File: src/asr_pkg.sv
// package for the async sram word24 host controller
// assumes a 100 MHz system clock driving all controller logic
package asr_pkg;

    // ***************************************************************
    // geometry
    // ***************************************************************
    localparam int ADDR_W = 17;
    localparam int DATA_W = 24;

    // ***************************************************************
    // timing, ns as printed (data setup in ps), and cycle counts at 10 ns
    // ***************************************************************
    localparam int CLK_PERIOD_NS          = 10;
    localparam int STROBE_LOW_TO_FLOAT_NS = 5;
    localparam int DATA_SETUP_TO_END_PS   = 5500;
    localparam int WRITE_CYCLE_NS         = 10;
    localparam int READ_CYCLE_NS          = 10;
    localparam int SLEEP_ENTRY_DELAY_NS   = 10;
    localparam int WAKE_ENTRY_DELAY_NS    = 0;
    // write strobe low: float time plus data setup, rounded up
    localparam int WR_LOW_CYC_RAW =
        (STROBE_LOW_TO_FLOAT_NS * 1000 + DATA_SETUP_TO_END_PS
         + CLK_PERIOD_NS * 1000 - 1) / (CLK_PERIOD_NS * 1000);
    localparam int WR_LOW_CYC = (WR_LOW_CYC_RAW < 1) ? 1 : WR_LOW_CYC_RAW;
    localparam int RD_CYC_RAW =
        (READ_CYCLE_NS + CLK_PERIOD_NS - 1) / CLK_PERIOD_NS;
    localparam int RD_CYC = (RD_CYC_RAW < 1) ? 1 : RD_CYC_RAW;
    localparam int SLEEP_CYC_RAW =
        (SLEEP_ENTRY_DELAY_NS + CLK_PERIOD_NS - 1) / CLK_PERIOD_NS;
    localparam int SLEEP_CYC = (SLEEP_CYC_RAW < 1) ? 1 : SLEEP_CYC_RAW;

    // ***************************************************************
    // carriers
    // ***************************************************************
    typedef struct packed {
        logic              write;
        logic [ADDR_W-1:0] addr;
        logic [DATA_W-1:0] wdata;
    } asr_req_type;

    typedef struct packed {
        logic select_low_first;
        logic select_high_second;
        logic select_low_third;
        logic drive_output_n;
        logic write_strobe_n;
    } asr_ctl_type;

    typedef enum logic [1:0] {
        ASR_SEL_IDLE,
        ASR_SEL_READ,
        ASR_SEL_WRITE
    } asr_pin_mode_type;

endpackage : asr_pkg

File: src/asr_pin_drive.sv
// pin stage: registers select, strobe, address and data pins
// assumes mode changes come from the sequencer one cycle apart
`timescale 1ns/1ps
module asr_pin_drive
    import asr_pkg::*;
(
    input  wire logic             clk,
    input  wire logic             rst,
    input  wire asr_pin_mode_type mode,
    input  wire logic             strobe_low,
    input  wire logic [ADDR_W-1:0] addr,
    input  wire logic [DATA_W-1:0] wdata,
    input  wire logic             data_drive,
    output asr_ctl_type           ctl,
    output logic [ADDR_W-1:0]     addr_pin,
    output logic [DATA_W-1:0]     data_out,
    output logic                  data_oe_n
);
    asr_ctl_type ctl_q;
    asr_ctl_type ctl_d;

    always_comb begin
        ctl_d = '{1'b1, 1'b0, 1'b1, 1'b1, 1'b1};
        unique case (mode)
            ASR_SEL_IDLE: begin
            end
            ASR_SEL_READ: begin
                ctl_d = '{1'b0, 1'b1, 1'b0, 1'b0, 1'b1};
            end
            ASR_SEL_WRITE: begin
                // output disabled keeps the pins floating on the device
                ctl_d = '{1'b0, 1'b1, 1'b0, 1'b1, ~strobe_low};
            end
        endcase
    end

    always_ff @(posedge clk) begin
        if (rst) begin
            ctl_q <= '{1'b1, 1'b0, 1'b1, 1'b1, 1'b1};
        end else begin
            ctl_q <= ctl_d;
        end
    end

    always_ff @(posedge clk) begin
        if (rst) begin
            addr_pin <= '0;
            data_out <= '0;
        end else if (mode != ASR_SEL_IDLE) begin
            addr_pin <= addr;
            data_out <= wdata;
        end
    end

    // data enable drops while the write strobe is low and stays low one cycle after the strobe rises
    always_ff @(posedge clk) begin
        if (rst) begin
            data_oe_n <= 1'b1;
        end else begin
            data_oe_n <= ~data_drive;
        end
    end

    assign ctl = ctl_q;
endmodule : asr_pin_drive

File: src/asr_host.sv
// host controller for an asynchronous 128K x 24 static memory
// assumes the memory pins sit on a board net resolved by the testbench
// Functional notes
// - controller starts a write with selects active two cycles before strobe goes low
// - data valid around the ending edge is what gets stored
// - strobe-controlled write with output on lasts float plus setup time
// - controller never drives data while memory drives the pins
`timescale 1ns/1ps
module asr_host
    import asr_pkg::*;
#(
    parameter int WR_LOW = WR_LOW_CYC,
    parameter int RD_WAIT = RD_CYC
)(
    input  wire logic              SYS_CLK,
    input  wire logic              RST,
    input  wire logic              REQ_VALID,
    output logic                   REQ_READY,
    input  wire asr_req_type       REQ,
    output logic                   RD_VALID,
    output logic [DATA_W-1:0]      RD_DATA,
    output logic                   WR_DONE,
    output logic                   SELECT_LOW_FIRST,
    output logic                   SELECT_HIGH_SECOND,
    output logic                   SELECT_LOW_THIRD,
    output logic                   DRIVE_OUTPUT_N,
    output logic                   WRITE_STROBE_N,
    output logic [ADDR_W-1:0]      ADDR_PIN,
    input  wire logic [DATA_W-1:0] DATA_PINS_IN,
    output logic [DATA_W-1:0]      DATA_PINS_OUT,
    output logic                   DATA_PINS_OE_N
);
    // ***************************************************************
    // sequencer
    // ***************************************************************
    typedef enum logic [2:0] {
        ST_IDLE,
        ST_RD,
        ST_WR_SETUP,
        ST_WR_LOW,
        ST_WR_END,
        ST_GAP
    } asr_state_type;

    asr_state_type     state_q;
    logic [7:0]        cnt_q;
    asr_req_type       req_q;
    asr_pin_mode_type  mode;
    logic              strobe_low;
    logic              data_drive;
    logic              rd_last;
    logic              wr_last;
    logic              gap_last;
    asr_ctl_type       ctl;

    assign REQ_READY = (state_q == ST_IDLE);

    // last cycle of each timed phase
    // read: one cycle for pin registers plus access time
    assign rd_last  = (state_q == ST_RD) && (cnt_q == 8'(RD_WAIT + 1));
    assign wr_last  = (state_q == ST_WR_LOW) && (cnt_q == 8'(WR_LOW - 1));
    assign gap_last = (state_q == ST_GAP) && (cnt_q >= 8'(SLEEP_CYC));

    // ***************************************************************
    // state register
    // ***************************************************************
    always_ff @(posedge SYS_CLK) begin
        if (RST) begin
            state_q <= ST_IDLE;
        end else begin
            unique case (state_q)
                ST_IDLE: begin
                    if (REQ_VALID) begin
                        state_q <= REQ.write ? ST_WR_SETUP : ST_RD;
                    end
                end
                ST_RD: begin
                    if (rd_last) begin
                        state_q <= ST_GAP;
                    end
                end
                ST_WR_SETUP: begin
                    state_q <= ST_WR_LOW;
                end
                ST_WR_LOW: begin
                    if (wr_last) begin
                        state_q <= ST_WR_END;
                    end
                end
                ST_WR_END: begin
                    state_q <= ST_GAP;
                end
                ST_GAP: begin
                    // standby settles before the next selection
                    if (gap_last) begin
                        state_q <= ST_IDLE;
                    end
                end
            endcase
        end
    end

    // ***************************************************************
    // phase counter
    // ***************************************************************
    // restarts at every phase boundary, so each phase counts from zero
    always_ff @(posedge SYS_CLK) begin
        if (RST) begin
            cnt_q <= '0;
        end else begin
            unique case (state_q)
                ST_RD, ST_WR_LOW, ST_GAP: begin
                    cnt_q <= cnt_q + 8'h01;
                end
                ST_IDLE, ST_WR_SETUP, ST_WR_END: begin
                    cnt_q <= '0;
                end
            endcase
            if (rd_last || wr_last || gap_last) begin
                cnt_q <= '0;
            end
        end
    end

    // ***************************************************************
    // request capture
    // ***************************************************************

    always_ff @(posedge SYS_CLK) begin
        if (RST) begin
            req_q <= '0;
        end else if (REQ_VALID && REQ_READY) begin
            req_q <= REQ;
        end
    end

    // ***************************************************************
    // pin control
    // ***************************************************************
    always_comb begin
        mode       = ASR_SEL_IDLE;
        strobe_low = 1'b0;
        data_drive = 1'b0;
        unique case (state_q)
            ST_RD: begin
                // deselect in the cycle the word is sampled
                mode = rd_last ? ASR_SEL_IDLE
                               : ASR_SEL_READ;
            end
            ST_WR_SETUP: begin
                mode = ASR_SEL_WRITE;
            end
            ST_WR_LOW: begin
                mode       = ASR_SEL_WRITE;
                strobe_low = 1'b1;
                data_drive = 1'b1;
            end
            // strobe rises while selects and data still hold
            ST_WR_END: begin
                mode       = ASR_SEL_WRITE;
                data_drive = 1'b1;
            end
            default: begin
            end
        endcase
        if (state_q == ST_IDLE && REQ_VALID) begin
            mode = REQ.write ? ASR_SEL_WRITE : ASR_SEL_READ;
        end
    end

    asr_pin_drive u_pins (
        .clk        (SYS_CLK),
        .rst        (RST),
        .mode       (mode),
        .strobe_low (strobe_low),
        .addr       ((state_q == ST_IDLE) ? REQ.addr : req_q.addr),
        .wdata      ((state_q == ST_IDLE) ? REQ.wdata : req_q.wdata),
        .data_drive (data_drive),
        .ctl        (ctl),
        .addr_pin   (ADDR_PIN),
        .data_out   (DATA_PINS_OUT),
        .data_oe_n  (DATA_PINS_OE_N)
    );

    assign SELECT_LOW_FIRST   = ctl.select_low_first;
    assign SELECT_HIGH_SECOND = ctl.select_high_second;
    assign SELECT_LOW_THIRD   = ctl.select_low_third;
    assign DRIVE_OUTPUT_N     = ctl.drive_output_n;
    assign WRITE_STROBE_N     = ctl.write_strobe_n;

    // ***************************************************************
    // answers
    // ***************************************************************
    // read word taken in the last selected cycle
    always_ff @(posedge SYS_CLK) begin
        if (RST) begin
            RD_VALID <= 1'b0;
            RD_DATA  <= '0;
        end else begin
            RD_VALID <= rd_last;
            if (rd_last) begin
                RD_DATA <= DATA_PINS_IN;
            end
        end
    end

    // write done while selects and data still hold
    always_ff @(posedge SYS_CLK) begin
        if (RST) begin
            WR_DONE <= 1'b0;
        end else begin
            WR_DONE <= (state_q == ST_WR_END);
        end
    end
endmodule : asr_host

File: config.mk
export PLATFORM = sky130hd
export DESIGN_NAME = asr_host
export DESIGN_NICKNAME = d
export VERILOG_FILES = /design/src/asr_pkg.sv /design/src/asr_pin_drive.sv /design/src/asr_host.sv
export SDC_FILE = /design/constraint.sdc
export NUM_CORES = 1
export LEC_CHECK = 0
export ABC_AREA = 1
export BUFFER_PORTS_ARGS = -buffer_cell sky130_fd_sc_hd__buf_2
export CELL_PAD_IN_SITES_DETAIL_PLACEMENT = 2
export CELL_PAD_IN_SITES_GLOBAL_PLACEMENT = 2
export CORE_ASPECT_RATIO = 0.6
export CORE_MARGIN = 4
export CORE_UTILIZATION = 26
export CTS_CLUSTER_SIZE = 28
export DETAILED_ROUTE_END_ITERATION = 12
export PLACE_DENSITY = 0.78
export SYNTH_ARGS = -nofsm -noshare
export SYNTH_HDL_FRONTEND = slang
export SYNTH_SLANG_ARGS = --single-unit
File: constraint.sdc
create_clock -name SYS_CLK -period 1.95 [get_ports SYS_CLK]
set_input_delay 0.39 -clock SYS_CLK [delete_from_list [all_inputs] [get_ports SYS_CLK]]
set_output_delay 0.39 -clock SYS_CLK [all_outputs]
set_load 0.05 [all_outputs]
Word-level counts from Yosys, hierarchy flattened
Cells that the tools add are included.
- flip-flop bits (word level): 125
- input port bits: 69
- output and inout port bits: 74
- logic and storage cells: 62
- add/subtract/negate cells: 1
- $lt $le $gt $ge: 1
- equal/unequal tests: 13
- multiplexer cells: 16
- bitwise gates (word level): 2
- reduce and logical (&&, ||, !) cells: 14
- operators with widths (operator ; count):
    two-way mux 24 bit ; 1
    case mux 3 bit (6 select lines) ; 1
    two-way mux 17 bit ; 1
    case mux 8 bit (2 select lines) ; 1
    two-way mux 3 bit ; 4
    case mux 5 bit (2 select lines) ; 1
    OR reduction 3 bit ; 3
    adder 8 x 1 -> 8 bit, second input constant ; 1
    == test 8 x 1 -> 1 bit, second input constant ; 1
    == test 8 x 2 -> 1 bit, second input constant ; 1
    >= comparator 8 x 1 -> 1 bit, second input constant ; 1
    != test 2 bit, second input constant ; 4
    == test 3 x 2 -> 1 bit, second input constant ; 2
    == test 3 bit, second input constant ; 2
    two-way mux 2 bit ; 3
    logical AND 1 bit ; 4
    case mux 2 bit (2 select lines) ; 1
    AND reduction 4 bit ; 1
    OR reduction 2 bit ; 2
    == test 3 x 1 -> 1 bit, second input constant ; 1
    zero test 3 bit ; 1
    two-way mux 1 bit ; 3
    == test 2 x 1 -> 1 bit, second input constant ; 1
    == test 2 bit, second input constant ; 1
    3 further kinds ; 5

Logic depth before layout (Yosys ltp)
Gate-level depths: netlist of the first run.
- depth in word-level cells: 7
- depth in mapped cells: 14
- gate-level depth less buffers: 12

Cells and area by module
A second synthesis of the first run with hierarchy kept.
- cell total of the unflattened synthesis: 768
- area total of the unflattened synthesis: 5437.7 µm²
- modules (own cells, without submodules) (module ; times used ; cells an instance ; area an instance (µm²) ; sequential area each (µm²)):
    asr_host ; 1 ; 488 ; 3437.0 ; 1561.5
    asr_pin_drive ; 1 ; 280 ; 2000.7 ; 920.9

Worst setup path before layout of the first run
OpenSTA, ideal clock, no wires.
- path kind: register to register
- from: register state_q[0]
- to: register u_pins.data_out[14]
- setup time: 0.113 ns
- arrival time: 1.944 ns
- required time: 1.837 ns
- setup slack: -0.107 ns
- cell stages (with the launch flop): 14
- path buffers: 3
- period minus slack after synthesis: 2.057 ns
- cell sequence: dfxtp_1 -> nor2_2 -> nand2_2 -> inv_2 -> nand2_1 -> buf_6 -> o21a_1 -> inv_1 -> ha_1 -> buf_1 -> clkbuf_1 -> a21oi_1 -> o21ai_1 -> inv_1
- longest elaborated chain between the ends: 6
- elaborated cells between the ends (all ways): 13
- classes of those cells: eq/ne: 4; mux: 4; reduce/logical: 5
- RTL lines (item ; RTL line ; RTL):
    start: declaration ; asr_host.sv:45 ; asr_state_type state_q;
    start signal: assignment ; asr_host.sv:74 ; state_q <= REQ.write ? ST_WR_SETUP : ST_RD;
    == test 3 x 1 -> 1 bit ; asr_host.sv:60, asr_host.sv:144 ;
    logical AND 1 bit ; asr_host.sv:60 ; assign rd_last = (state_q == ST_RD) && (cnt_q == 8'(RD_WAIT + 1));
    two-way mux 1 bit ; asr_host.sv:147 ; mode = rd_last ? ASR_SEL_IDLE
    case mux 2 bit (2 select lines) ; asr_host.sv:144 ; unique case (state_q)
    two-way mux 2 bit ; asr_host.sv:166 ; if (state_q == ST_IDLE && REQ_VALID) begin
    nonzero test 2 bit ; asr_pin_drive.sv:49 ; end else if (mode != ASR_SEL_IDLE) begin
    end signal: assignment ; asr_pin_drive.sv:51 ; data_out <= wdata;
    end: declaration ; asr_pin_drive.sv:16 ; output logic [DATA_W-1:0] data_out,
Parallel ways exist; a longest one is shown, timed or not.
A chain may end at the register's enable or synchronous reset.

Final worst setup path of the first run
- from: register state_q[0]
- to: register u_pins.data_out[23]
The elaborated chain is that of the path after synthesis.

==> results.cfg, run 1 <==
[grt]
top_usage_layer = met2
grt_pass1_wl_um = 29400
gr-usage-met3 = 0.0646
grt_pass1_vias = 5535
antenna_found_initial = 0
track_usage = 0.164
grt_max_degree = 81
gr-total-overflow = 0
use_met2 = 0.258
gr-usage-met1 = 0.209

[detailed_routing]
dr.pass1.iters = 4
wirelength_um = 18500
num_vias = 5120
wl_per_cell_um = 16.1
first_iter_violations = 163
viasPerCell = 4.45
ant_nets = 0
drc = 0

[synth]
syn_area_mm2 = 0.00528
synthArstFlopShare = 0
yosysTopAreaCellShare = 0.470
ys.flop_type = dfxtp_1
synth_nets = 796
synth_edf_count = 0
synthTopCellsByArea = dfxtp_1, o21ai_1, inv_1
ys_types = 31
synth_most_common_cell = inv_1
ys_ff_latch = 124
yosys_warnings = 0
synthCells = 719
synth.top_cells.by_count = inv_1, dfxtp_1, o21ai_1
postSynthAreaPerCell_um2 = 7.35
ys_seq_area_frac = 0.470
synth_top_cell_by_area = dfxtp_1

[sta]
fmaxAchievable_mhz = 533
rsz0062_at_grt = true
worst_pin_slew_ns = 0.608
skew_ns = 0.00719
maxSlewViolCount = 0
slew_headroom = 0.595
fin_crit_ns = 1.87
setup_tns_ns = 0
finalCritPeriodShare = 0.961
setup_viol = 0
hold_viol = 0

[status]
status = finished clean

[critical_path]
slowest_stage = dfxtp_2
critical_path_class = register to register
max_stage_delay_ns = 0.33
crit_path_start_kind = register
crit_family = buffers and inverters
crit_top_cell = nand2_2
crit_buf_inv = 4
worstPathRequired_ns = 2.26
r2r_cells = 11
critPathMaxFanout = 17
r2r-start = state_q[0]
end_kind = register
r2r-end = u_pins.data_out[23]
crit_end = u_pins.data_out[23]
rrSetupSlack_ns = 0.08
worstPathArrival_ns = 2.19
startpoint = state_q[0]
cp_num_cells = 11
path_cells = nor2_2, nand2_2, inv_4, nand2_2, o21a_1, inv_2, ha_4, buf_12, a21oi_1, o21ai_1, inv_1

[placement]
gp_congestion = 0.751
hpwlAfterDp_um = 12200
io_buffers = 142

[layout]
syn_to_final_growth_pct = 34.4
diodes = 0
final_nets = 943
drive_above_1_share = 0.261

[power]
power_density_mw_per_mm2 = 1930
finalPower_mw = 13.7
vdd_ir_drop_max_mv = 0.613
p_leak_nw = 3.43

[floorplan]
fp.dieW_um = 192
die_area_mm2 = 0.0227
pin_count = 143
die_y_um = 118
fp-row-count = 40
start_util = 0.264
core_mm2 = 0.0200

[worst_hold_path]
min_from = DATA_PINS_IN[15]
hold_class = input pin to register
hold_depth = 3

[clock_tree]
cts_max_level = 4
cts_tree = yes
insertion_delay_ns = 0.42
cts_buffer_depth = 2
numClockSinks = 124
clkTransAtPathRegs_ns = 0.06
cts_buffers = 17
root_buffer = clkbuf_16

[job]
cap_violations = 0
flip-flops by register name (all words and copies together) (netlist names):
signal,cells
req_q,41
RD_DATA,24
u_pins.data_out,24
u_pins.addr_pin,17
cnt_q,8
u_pins.ctl,4
state_q,3
RD_VALID,1
WR_DONE,1
u_pins.data_oe_n,1
power breakdown:
part | switching [mW] | total, mW | leakage, nW | internal, mW
Sequential | 0.291 | 3.53 | 1.02 | 3.24
Clock | 1.14 | 3.24 | 0.290 | 2.10
Combinational | 4.53 | 6.92 | 2.12 | 2.39
Total | 5.97 | 13.7 | 3.43 | 7.73
final cells by class:
class                   instances  area, µm²
fillers                      2304      12900
clock inverters                 7        113
multi-input cells             407       2020
flip-flops and latches        124       2490
repair buffers                172       1100
well taps                     273        342
clock buffers                  24        482
inverters                     144        544
worst min-delay path by stage:
stage / endpoint / slack (ns)
2_1_floorplan: req_q[26] / 0.43
3_3_place_gp: req_q[18] / 0.44
3_5_place_dp: req_q[6] / 0.45
4_1_cts: RD_DATA[16] / 0.21
5_1_grt: RD_DATA[15] / 0.23
6_report: RD_DATA[15] / 0.23
per-stage QoR:
| stage | hold slack, ns | util | cells | cell area [µm²] | setup WS, ns |
|---|---|---|---|---|---|
| after CTS | 0.210 | 0.350 | 1145 | 6980 | 0.00296 |
| after global routing | 0.233 | 0.355 | 1151 | 7100 | -0.0455 |
| after floorplan | 0.425 | - | 719 | 5290 | 0.0276 |
| after detailed placement | 0.450 | 0.312 | 1108 | 6240 | -0.00419 |
| final | 0.227 | 0.355 | 1151 | 7100 | 0.0753 |
| after global placement | 0.443 | 0.312 | 1108 | 6240 | 0.130 |
worst reg2reg max path: stages, from the launching register on:
cell	delay [ns]
dfxtp_2	0.33
nor2_2	0.13
nand2_2	0.10
inv_4	0.09
nand2_2	0.08
o21a_1	0.21
inv_2	0.09
ha_4	0.28
buf_12	0.19
a21oi_1	0.10
o21ai_1	0.11
inv_1	0.06
per-layer routing:
metal | wire length [µm] | vias to the layer above
met5 | 0 | -
met4 | 182 | 0
met3 | 1390 | 16
met2 | 8230 | 105
met1 | 8740 | 2448
li1 | - | 2551
repair_timing:
item | 4_1_cts | 5_1_grt
hold buffers | 0 | 0
setup buffers | 3 | 4
setup endpoints to repair | 12 | 71
gates resized for setup | 6 | 20
gates cloned | 3 | 3
pin swaps | 3 | 4
endpoints found under the hold margin | 0 | 0
kinds of logic (layout without fill, tap and decap cells):
group	count (synthesis)	after routing	share of synthesized area
AO/OA/AOI/OAI	232	232	0.221
XOR/XNOR	4	4	0.00663
adder cells (fa/ha/maj)	8	8	0.0190
buffers and inverters	188	347	0.154
flip-flops	124	124	0.470
AND/OR/NAND/NOR	163	163	0.129
cells in the final DEF, fill, tap and decap left out, drive strengths merged:
cell type / netlist / final
or2: 1 / 1
xnor2: 1 / 1
dfxtp: 124 / 124
buf: 26 / 168
ha: 8 / 8
nand3b: 1 / 1
a21oi: 85 / 85
o21a: 1 / 1
clkinv: 1 / 4
inv: 143 / 143
o21ai: 144 / 144
xor2: 3 / 3
nor3: 2 / 2
o22ai: 1 / 1
nand3: 11 / 11
nor2: 77 / 77
nand4: 2 / 2
bufbuf: 0 / 2
clkbuf: 18 / 26
nand2: 69 / 69
clkinvlp: 0 / 1
bufinv: 0 / 3
a211o: 1 / 1
No activity file was read; power rests on OpenSTA's default activity.
==> run 2: changes to the inputs <==
--- a/config.mk
+++ b/config.mk
@@ -14,7 +14,7 @@
 export CORE_UTILIZATION = 26
 export CTS_CLUSTER_SIZE = 28
 export DETAILED_ROUTE_END_ITERATION = 12
-export PLACE_DENSITY = 0.78
+export PLACE_DENSITY_LB_ADDON = 0.2
 export SYNTH_ARGS = -nofsm -noshare
 export SYNTH_HDL_FRONTEND = slang
 export SYNTH_SLANG_ARGS = --single-unit
==> run 2 against run 1 <==
Net effect:
- clock power rose by 10%
- routed wire length rose by 2.4%
- sequential power rose by 1%
- first-iteration DRC count shrank 3.1%
==> results.cfg, run 2 (synthesis results as in run 1) <==
[status]
status = finished clean

[layout]
drive_above_1_share = 0.252
regMostFlops = req_q
largest_register_ffs = 41
syn_to_final_growth_pct = 33.6
layout_commonest_cell = buf_2
regArea_mm2 = 0.00249
layout.cells.non_filler = 1141
reg_top3 = req_q (41), RD_DATA (24), u_pins.data_out (24)
final_util = 0.353
final_nets = 932
diodes = 0
nFillCells = 2318
layout_common_cells = buf_2, inv_1, dfxtp_1
multi_input_area_mm2 = 0.00203

[detailed_routing]
num_vias = 5163
first_iter_violations = 158
wl_per_cell_um = 16.6
wirelength_um = 19000
ant_nets = 0
viasPerCell = 4.52
dr.pass1.iters = 4
drc = 0

[critical_path]
slowest_stage = dfxtp_2
critical_path_class = register to register
max_stage_delay_ns = 0.35
worstPathRequired_ns = 2.26
worstPathArrival_ns = 2.20
critPathMaxFanout = 34
end_kind = register
crit_path_start_kind = register
path_cells = nor2_4, nand2_2, inv_4, nand2_2, o21a_1, inv_2, ha_4, buf_12, a21oi_1, o21ai_1, inv_1
crit_top_cell = nand2_2

[sta]
setup_viol = 0
hold_viol = 0
worst_pin_slew_ns = 0.613
whs_ns = 0.220
rsz0062_at_grt = true
slew_headroom = 0.591
fin_crit_ns = 1.89
fmaxAchievable_mhz = 528
skew_ns = 0.00810
finalCritPeriodShare = 0.970
maxSlewViolCount = 0

[clock_tree]
cts_tree = yes
cts_buffers = 17
cts_hold_buffers = 0
clkTransAtPathRegs_ns = 0.06
numClockSinks = 124
root_buffer = clkbuf_16
cts_max_level = 4
cts_buffer_depth = 2
insertion_delay_ns = 0.43

[grt]
grt_max_degree = 81
gr-total-overflow = 0
grt_pass1_vias = 5461
track_usage = 0.169
grt_pass1_wl_um = 30000
antenna_found_initial = 1

[floorplan]
pin_count = 143
core_mm2 = 0.0200
die_area_mm2 = 0.0227
start_util = 0.264
die_y_um = 118
fp-row-count = 40
fp.dieW_um = 192

[power]
p_leak_nw = 3.39
vdd_ir_drop_max_mv = 0.701
power_density_mw_per_mm2 = 1940

[placement]
gp_congestion = 0.787
hpwlAfterDp_um = 12300
io_buffers = 142
dpl.cell_count = 1102

[worst_hold_path]
hold_class = input pin to register

[job]
cap_violations = 0
==> run 2: changes by cell type in the layout (fill, tap and decap cells not counted), sizes merged <==
cell and delta:
buf -9, clkbuf -4, bufinv +2, clkinvlp +2
clkinv -1
==> run 2: final cells by class <==
cell class              count  share of cell area
clock buffers              22              0.0672
repair buffers            161               0.141
well taps                 273              0.0484
inverters                 144              0.0771
flip-flops and latches    124               0.353
clock inverters            10              0.0264
multi-input cells         407               0.287
==> run 2: worst paths after layout <==
check / end / start / cells past startpoint / slack (ns)
worst max-delay path: u_pins.addr_pin[16] / state_q[1] / 11 / 0.06
worst min register to register: req_q[32] / req_q[32] / 2 / 0.45
worst max register to register: u_pins.addr_pin[16] / state_q[1] / 11 / 0.06
worst min-delay path: RD_DATA[14] / DATA_PINS_IN[14] / 3 / 0.22
==> run 2: where the power goes <==
part / switching [mW] / leakage (nW) / total [mW] / internal [mW]
Clock: 1.20 / 0.313 / 3.57 / 2.37
Combinational: 4.45 / 2.05 / 6.55 / 2.10
Sequential: 0.325 / 1.02 / 3.57 / 3.24
Total: 5.97 / 3.39 / 13.7 / 7.72
==> run 2: worst max-delay path: cells and delay by family, from the launching register on <==
family	cells	cell delay, ns
AO/OA/AOI/OAI	3	0.41
flip-flops	1	0.35
buffers and inverters	4	0.47
AND/OR/NAND/NOR	3	0.32
adder cells (fa/ha/maj)	1	0.22
==> run 2: stage by stage <==
stage / setup TNS [ns] / setup WS, ns / total power, mW / cell area [µm²]
finish: 0 / 0.0578 / 13.7 / 7060
global route: -0.714 / -0.0794 / 14.6 / 7060
CTS: -0.0151 / -0.0103 / 13.8 / 7010
detailed placement: -0.0497 / -0.0307 / 9.27 / 6210
global placement: 0 / 0.126 / 8.97 / 6210
floorplan: 0 / 0.0276 / 7.87 / 5290
==> run 2: layer usage <==
metal | track usage | vias up | wire (µm)
met2 | 0.270 | 98 | 8780
met5 | 0 | - | 7
li1 | - | 2522 | -
met1 | 0.219 | 2520 | 8940
met4 | 0.0534 | 2 | 234
met3 | 0.0490 | 21 | 1030
==> run 2: repair_timing <==
item	4_1_cts	5_1_grt
pin swaps	0	2
setup endpoints to repair	9	78
gates resized for setup	10	14
gates cloned	3	0
setup buffers	1	4
